**config.mk**
```make
export PLATFORM = sky130hd
export DESIGN_NAME = enid_top
export DESIGN_NICKNAME = d
export VERILOG_FILES = /design/src/rtl/enid_pls_limiter.v /design/src/rtl/enid_top.v
export VERILOG_INCLUDE_DIRS = /design/src /design/src/rtl
export SDC_FILE = /design/constraint.sdc
export NUM_CORES = 1
export LEC_CHECK = 0
export ABC_AREA = 1
export ABC_CLOCK_PERIOD_IN_PS = 4300
export BUFFER_PORTS_ARGS = -buffer_cell sky130_fd_sc_hd__buf_4
export CAP_MARGIN = 15
export CORE_UTILIZATION = 25
export DETAILED_ROUTE_END_ITERATION = 6
export PLACE_DENSITY = 0.51
export SYNTH_ARGS = -nofsm -noshare
export SYNTH_HDL_FRONTEND = slang
export SYNTH_SLANG_ARGS = --single-unit
```
**constraint.sdc**
```tcl
create_clock -name core_clk_in -period 4.3 [get_ports core_clk_in]
set_clock_uncertainty 0.05 [all_clocks]
set_input_delay 0.43 -clock core_clk_in [delete_from_list [all_inputs] [get_ports core_clk_in]]
set_output_delay 0.43 -clock core_clk_in [all_outputs]
set_load 0.005 [all_outputs]
```
**src/rtl/enid_regs.vh**
```
// constants for the ethernet node id and link indicator block
`ifndef ENID_REGS_VH
`define ENID_REGS_VH

// selector voltage step in millivolts and full scale
`define ENID_STEP_MV 16'h00C8
`define ENID_FULL_MV 16'h0BB8
// nibble layout of the node identifier
`define ENID_LO_LSB 0
`define ENID_HI_LSB 4
// clock and timing
`define ENID_CLK_HZ 10000000
`define ENID_SW_HZ 20000
`define ENID_PLS_MAX_HZ 5000
// cycles per limit switch toggle period at the 5 kHz maximum toggle rate
`define ENID_PLS_CYC (`ENID_CLK_HZ / `ENID_PLS_MAX_HZ)
// samples of the switching clock per toggle period
`define ENID_PLS_SAMPLES (`ENID_SW_HZ / `ENID_PLS_MAX_HZ)
// settle delay after reset before sampling selectors, in us
`define ENID_SETTLE_US 100
`define ENID_SETTLE_CYC (`ENID_SETTLE_US * (`ENID_CLK_HZ / 1000000))
// activity flicker off and on times, in ms
`define ENID_FLICK_OFF_MS 30
`define ENID_FLICK_ON_MS 30
`define ENID_FLICK_OFF_CYC (`ENID_FLICK_OFF_MS * (`ENID_CLK_HZ / 1000))
`define ENID_FLICK_ON_CYC (`ENID_FLICK_ON_MS * (`ENID_CLK_HZ / 1000))

`endif

```
**src/rtl/enid_pls_limiter.v**
```verilog
// toggle rate limiter for one programmable limit switch output
`timescale 1ns/1ps
`include "enid_regs.vh"

module enid_pls_limiter (
	// clock and reset
	input wire core_clk_in,
	input wire arst_n_in,
	// sample strobe, one pulse per switching period
	input wire sample_in,
	// requested and limited output levels
	input wire req_level_in,
	output reg pls_level_out
);

// samples to skip after an edge: half a toggle period less the edge's own
localparam integer HOLD_I = (`ENID_PLS_SAMPLES / 2) - 1;
localparam [3:0] HOLD_LAST = HOLD_I[3:0];

reg [3:0] hold_reg;

// -----------------------------------------------------------------
// output updates only on sample strobes, at most once per half toggle period
// -----------------------------------------------------------------
always @(posedge core_clk_in or negedge arst_n_in) begin
	if (!arst_n_in) begin
		hold_reg <= 4'h0;
		pls_level_out <= 1'b0;
	end else if (sample_in) begin
		if (hold_reg != 4'h0) begin
			hold_reg <= hold_reg - 4'h1;
		end else if (req_level_in != pls_level_out) begin
			pls_level_out <= req_level_in;
			// half a toggle period in samples before the next edge
			hold_reg <= HOLD_LAST;
		end
	end
end

endmodule // enid_pls_limiter

```
**src/rtl/enid_top.v**
```verilog
// node id decode, link/activity indicator and limit switch rate limiting
`timescale 1ns/1ps
`include "enid_regs.vh"

module enid_top (
	// clock and reset
	input wire core_clk_in,
	input wire arst_n_in,
	// selector voltages from the converter, in millivolts
	input wire [15:0] node_id_low_nibble_select_in,
	input wire [15:0] node_id_high_nibble_select_in,
	input wire sel_valid_in,
	// stored fallback address
	input wire [7:0] nvm_addr_in,
	// ethernet status
	input wire link_valid_in,
	input wire traffic_in,
	// switching period sample strobe and requested limit switch level
	input wire sw_sample_in,
	input wire pls_req_in,
	// outputs
	output reg [7:0] ip_last_octet_out,
	output reg node_id_ready_out,
	output reg link_activity_indicator_out,
	output wire programmable_limit_switch_output_out
);

// -----------------------------------------------------------------
// state codes
// -----------------------------------------------------------------
// node id capture, one-hot
localparam ST_SETTLE = 3'b001;
localparam ST_SAMPLE = 3'b010;
localparam ST_DONE = 3'b100;

// indicator, one-hot
localparam LED_ON = 3'b001;
localparam LED_OFF = 3'b010;
localparam LED_HOLD = 3'b100;

// -----------------------------------------------------------------
// terminal counts, cut to the counter width on purpose
// -----------------------------------------------------------------
localparam integer SETTLE_LAST_I = `ENID_SETTLE_CYC - 1;
localparam integer FLICK_OFF_LAST_I = `ENID_FLICK_OFF_CYC - 1;
localparam integer FLICK_ON_LAST_I = `ENID_FLICK_ON_CYC - 1;

localparam [19:0] SETTLE_LAST = SETTLE_LAST_I[19:0];
localparam [19:0] FLICK_OFF_LAST = FLICK_OFF_LAST_I[19:0];
localparam [19:0] FLICK_ON_LAST = FLICK_ON_LAST_I[19:0];

localparam [19:0] CNT_ZERO = 20'h00000;
localparam [19:0] CNT_ONE = 20'h00001;

// -----------------------------------------------------------------
// counter helpers shared by the settle and flicker timers
// -----------------------------------------------------------------
function [19:0] cnt_inc;
	input [19:0] cnt;
	begin
		cnt_inc = cnt + CNT_ONE;
	end
endfunction

function cnt_done;
	input [19:0] cnt;
	input [19:0] last;
	begin
		// greater-or-equal also recovers a counter that overran
		cnt_done = (cnt >= last);
	end
endfunction

// -----------------------------------------------------------------
// millivolts to step count, rounded to nearest step and clipped to 15
// -----------------------------------------------------------------
function [3:0] mv_to_nibble;
	input [15:0] mv;
	reg [15:0] steps;
	begin
		steps = (mv + (`ENID_STEP_MV >> 1)) / `ENID_STEP_MV;
		if (mv >= `ENID_FULL_MV) begin
			mv_to_nibble = 4'hF;
		end else if (steps > 16'h000F) begin
			mv_to_nibble = 4'hF;
		end else begin
			mv_to_nibble = steps[3:0];
		end
	end
endfunction

// -----------------------------------------------------------------
// node id capture
// -----------------------------------------------------------------
reg [2:0] st_reg;
reg [2:0] st_next;
reg [19:0] settle_reg;
reg [19:0] settle_next;
reg [7:0] id_next;
reg [7:0] octet_next;
reg ready_next;

// decoded selectors, both nibbles
always @* begin
	id_next = 8'h00;
	id_next[`ENID_LO_LSB +: 4] = mv_to_nibble(node_id_low_nibble_select_in);
	id_next[`ENID_HI_LSB +: 4] = mv_to_nibble(node_id_high_nibble_select_in);
end

// settle, then take the selectors once
always @* begin
	st_next = st_reg;
	settle_next = settle_reg;
	octet_next = ip_last_octet_out;
	ready_next = node_id_ready_out;
	case (st_reg)
		ST_SETTLE: begin
			if (cnt_done(settle_reg, SETTLE_LAST)) begin
				st_next = ST_SAMPLE;
			end else begin
				settle_next = cnt_inc(settle_reg);
			end
		end
		ST_SAMPLE: begin
			if (sel_valid_in) begin
				if (id_next == 8'h00) begin
					// a zero selector id is replaced by the stored nvm_addr_in
					octet_next = nvm_addr_in;
				end else begin
					octet_next = id_next;
				end
				ready_next = 1'b1;
				st_next = ST_DONE;
			end
		end
		ST_DONE: begin
			// later selector changes are ignored until reset
			st_next = ST_DONE;
		end
		default: begin
			st_next = ST_SETTLE;
		end
	endcase
end

always @(posedge core_clk_in or negedge arst_n_in) begin
	if (!arst_n_in) begin
		st_reg <= ST_SETTLE;
		settle_reg <= CNT_ZERO;
		ip_last_octet_out <= 8'h00;
		node_id_ready_out <= 1'b0;
	end else begin
		st_reg <= st_next;
		settle_reg <= settle_next;
		ip_last_octet_out <= octet_next;
		node_id_ready_out <= ready_next;
	end
end

// -----------------------------------------------------------------
// link/activity indicator
// -----------------------------------------------------------------
reg [2:0] led_reg;
reg [2:0] led_next;
reg [19:0] led_cnt_reg;
reg [19:0] led_cnt_next;
reg led_lit_next;

// off pulse per traffic event, then a minimum lit time
always @* begin
	led_next = led_reg;
	led_cnt_next = led_cnt_reg;
	led_lit_next = link_activity_indicator_out;
	if (!link_valid_in) begin
		led_next = LED_ON;
		led_cnt_next = CNT_ZERO;
		led_lit_next = 1'b0;
	end else begin
		case (led_reg)
			LED_ON: begin
				led_lit_next = 1'b1;
				if (traffic_in) begin
					led_next = LED_OFF;
					led_cnt_next = CNT_ZERO;
					led_lit_next = 1'b0;
				end
			end
			LED_OFF: begin
				led_lit_next = 1'b0;
				if (cnt_done(led_cnt_reg, FLICK_OFF_LAST)) begin
					led_next = LED_HOLD;
					led_cnt_next = CNT_ZERO;
					led_lit_next = 1'b1;
				end else begin
					led_cnt_next = cnt_inc(led_cnt_reg);
				end
			end
			LED_HOLD: begin
				// traffic is ignored so the flicker stays visible
				led_lit_next = 1'b1;
				if (cnt_done(led_cnt_reg, FLICK_ON_LAST)) begin
					led_next = LED_ON;
					led_cnt_next = CNT_ZERO;
				end else begin
					led_cnt_next = cnt_inc(led_cnt_reg);
				end
			end
			default: begin
				led_next = LED_ON;
				led_cnt_next = CNT_ZERO;
			end
		endcase
	end
end

always @(posedge core_clk_in or negedge arst_n_in) begin
	if (!arst_n_in) begin
		led_reg <= LED_ON;
		led_cnt_reg <= CNT_ZERO;
		link_activity_indicator_out <= 1'b0;
	end else begin
		led_reg <= led_next;
		led_cnt_reg <= led_cnt_next;
		link_activity_indicator_out <= led_lit_next;
	end
end

// -----------------------------------------------------------------
// limit switch output, updated at the switching sample rate
// -----------------------------------------------------------------
enid_pls_limiter u_pls (
	.core_clk_in(core_clk_in),
	.arst_n_in(arst_n_in),
	.sample_in(sw_sample_in),
	.req_level_in(pls_req_in),
	.pls_level_out(programmable_limit_switch_output_out)
);

endmodule // enid_top

```
==> results.yml <==
run_status:
  status: "complete, but fails checks"
  violations: "negative setup slack"
placed_design:
  portBuffers: 57
  hpwlAfterDp_microns: 12200
  place_area_sq_um: 8110
  gp_congestion: 0.827
  place_ws_ns: -0.834
floorplanning:
  rows: 56
  dieArea_sq_um: 24700
  core-area_sq_um: 23500
  die_w_microns: 157
  start_util_pct: 25.6
  fp.dieH_microns: 157
  num_io_pins: 58
setup_path:
  required_ns: 4.50
  crit_top_cell: "nand2_4"
  cpPeakStageDelay_ns: 0.17
  end_kind: "register"
  critPathLaunchType: "input pin"
  critPathKind: "input pin to register"
  cp_slowest_cell: "a21boi_2"
  reg2reg_setup_slack_ns: 1.44
  arrival_ns: 4.91
  path_max_fanout: 7
  worstPathBufferInverterCount: 4
  cp_top_family: "simple AND/OR/NAND/NOR gates"
pwr:
  p_leak_nw: 4.68
  max-vdd-ir-drop_mv: 0.459
  p_per_area_nw_per_um2: 670
  p_total_mw: 6.21
synth:
  ys_seq_area_share_pct: 25.4
  syn_nets: 973
  synthAdderAreaFrac_pct: 1.25
  ys_types: 51
  avgSynthCellArea_sq_um: 6.54
  synth_compound_area_share_pct: 6.53
  synth_ff_type: "dfrtp_1"
  synth_edf_count: 0
  syn_area_sq_um: 6020
  async_flop_share_pct: 100
  synthSimpleGateAreaFrac_pct: 51.7
  yosysTopAreaCell: "dfrtp_1"
  netlist_instances: 920
  synthMuxAreaShare_pct: 0.166
  synthTopCellsByCount: "237 x nand2_1, 129 x inv_1, 97 x nand3_1, 84 x nor2_1, 59 x dfrtp_1"
  synthTopCellsByArea: "dfrtp_1 25%, nand2_1 15%, nand3_1 8.1%"
  synth.most_common_cell: "nand2_1"
  synth.top_cell.area_share_pct: 24.5
  synth_top_family_by_area: "simple AND/OR/NAND/NOR gates"
  synth-xor-area-share_pct: 4.78
  yosys_register_bits: 61
  ys.warnings.count: 0
timing:
  relSlewSlack_pct: 48.2
  period_needed_ns: 4.71
  finalMaxSlewViolations: 0
  max_freq_mhz: 212
  grt_setup_unrepaired: "yes"
  finalCritPeriodShare_pct: 110
  finalWorstSetupSlack_ns: -0.413
  hold_viol_final: 0
  final.setup.tns_ns: -3.24
  worst_pin_slew_ns: 0.777
  setup_violations: 8
route:
  drt_iter0_drc: 215
  wl_met1_microns: 7620
  top_layer_used: "met4"
  firstDrtPassIters: 4
  wl_met2_microns: 7090
  drcViolationCount: 0
  vias: 6198
  wl_met3_microns: 461
  drt-total-wl_microns: 15300
  ant_nets: 0
  avgRoutedWirePerCell_microns: 10.4
  viasPerCell: 4.22
final_layout:
  finalNetCount: 1196
  layout-drive-gt1-share_pct: 43.8
  finalInstanceArea_sq_um: 9270
  area_delta_synth_final_pct: 54.1
  diodes: 0
clock_tree:
  cts.sinks: 61
  clkTransAtPathRegs_ns: 0.05
  cts_buffer_depth: 2
  root_buffer: "clkbuf_16"
  cts_buffers: 9
  clock_latency_ns: 0.32
  cts_tree: "done"
  cts_max_level: 3
global_routing:
  grt_pass1_vias: 5852
  grt_pass1_wl_microns: 25500
  antenna_found_initial: 0
  gr-total-overflow: 0
  grt_max_degree: 62
  grtUsageTotal_pct: 12.3
worst_hold_path:
  hold_path_class: "input pin to async pin"
flow_run:
  maxCapViolations: 0
==> worst paths after layout <==
path / to / cells past startpoint / from
min in group core_clk_in: u_pls.pls_level_out / 3 / pls_req_in
setup reg to reg: led_cnt_reg[17] / 16 / led_cnt_reg[0]
hold / removal: u_pls.hold_reg[2] / 1 / arst_n_in
setup / recovery: ip_last_octet_out[3] / 50 / node_id_high_nibble_select_in[2]
max in group asynchronous: led_cnt_reg[15] / 1 / arst_n_in
hold reg to reg: settle_reg[12] / 0 / settle_reg[12]
==> final cells by class <==
cell class / count / area [sq um]
inverter: 151 / 581
tap: 319 / 399
clock buffer: 13 / 270
clock inverter: 3 / 42.5
timing repair buffer: 223 / 1690
sequential: 61 / 1530
fill: 2480 / 14300
multi-input combinational: 697 / 4760
==> cell usage in the layout, fill, tap and decap left out, types with 3 or more instances in the layout <==
master	synthesis	final
a21oi_1	11	9
a21oi_2	8	9
buf_4	0	220
clkbuf_16	0	9
clkbuf_8	0	3
dfrtp_1	59	59
ha_1	6	4
inv_1	129	122
inv_2	20	25
nand2_1	237	183
nand2_2	53	53
nand2_4	16	65
nand2_8	0	5
nand3_1	97	69
nand3_2	17	40
nand3_4	1	6
nand3b_1	3	3
nand4_1	21	21
nand4_4	3	12
nor2_1	84	79
nor2_2	12	3
nor2_4	8	22
nor3_1	16	15
nor3b_1	4	4
nor4_1	3	3
o211ai_1	4	4
o21ai_0	24	20
o21ai_1	4	6
o21ai_2	1	3
xnor2_1	10	9
xor2_1	21	18
xor2_2	1	4
==> report_power, final <==
part / switching (mW) / internal [mW] / leakage (nW)
registers: 0.0733 / 0.689 / 0.789
clock network: 0.240 / 0.494 / 0.152
logic: 2.68 / 2.03 / 3.74
total: 3.00 / 3.22 / 4.68
==> cells by family (layout without fill, tap and decap cells) <==
logic type,after synthesis,count (layout)
simple gates,594,594
buf+inv,162,390
flops,61,61
fa+ha+maj,6,6
xor+xnor,32,32
mux,1,1
compound gates,64,64
==> metrics by stage <==
stage	instances	utilization, %	hold WS, ns
global route	1467	39.4	0.191
floorplan	920	-	0.0844
global placement	1431	34.4	0.307
finish	1467	39.4	0.130
CTS	1458	37.0	0.159
detailed placement	1431	34.4	0.310
==> repair_timing <==
action / 4_1_cts / 5_1_grt
gates resized for setup: 46 / 117
endpoints found under the setup margin: 8 / 8
hold buffers: 0 / 0
setup buffers: 11 / 9
pin swaps: 45 / 68
==> routing by layer <==
layer | GRT usage [%] | vias to the layer above
met5 | 0 | -
met4 | 2.64 | 0
met3 | 1.60 | 7
met2 | 21.4 | 75
met1 | 16.3 | 2739
li1 | - | 3377
No activity file was read; power rests on OpenSTA's default activity.
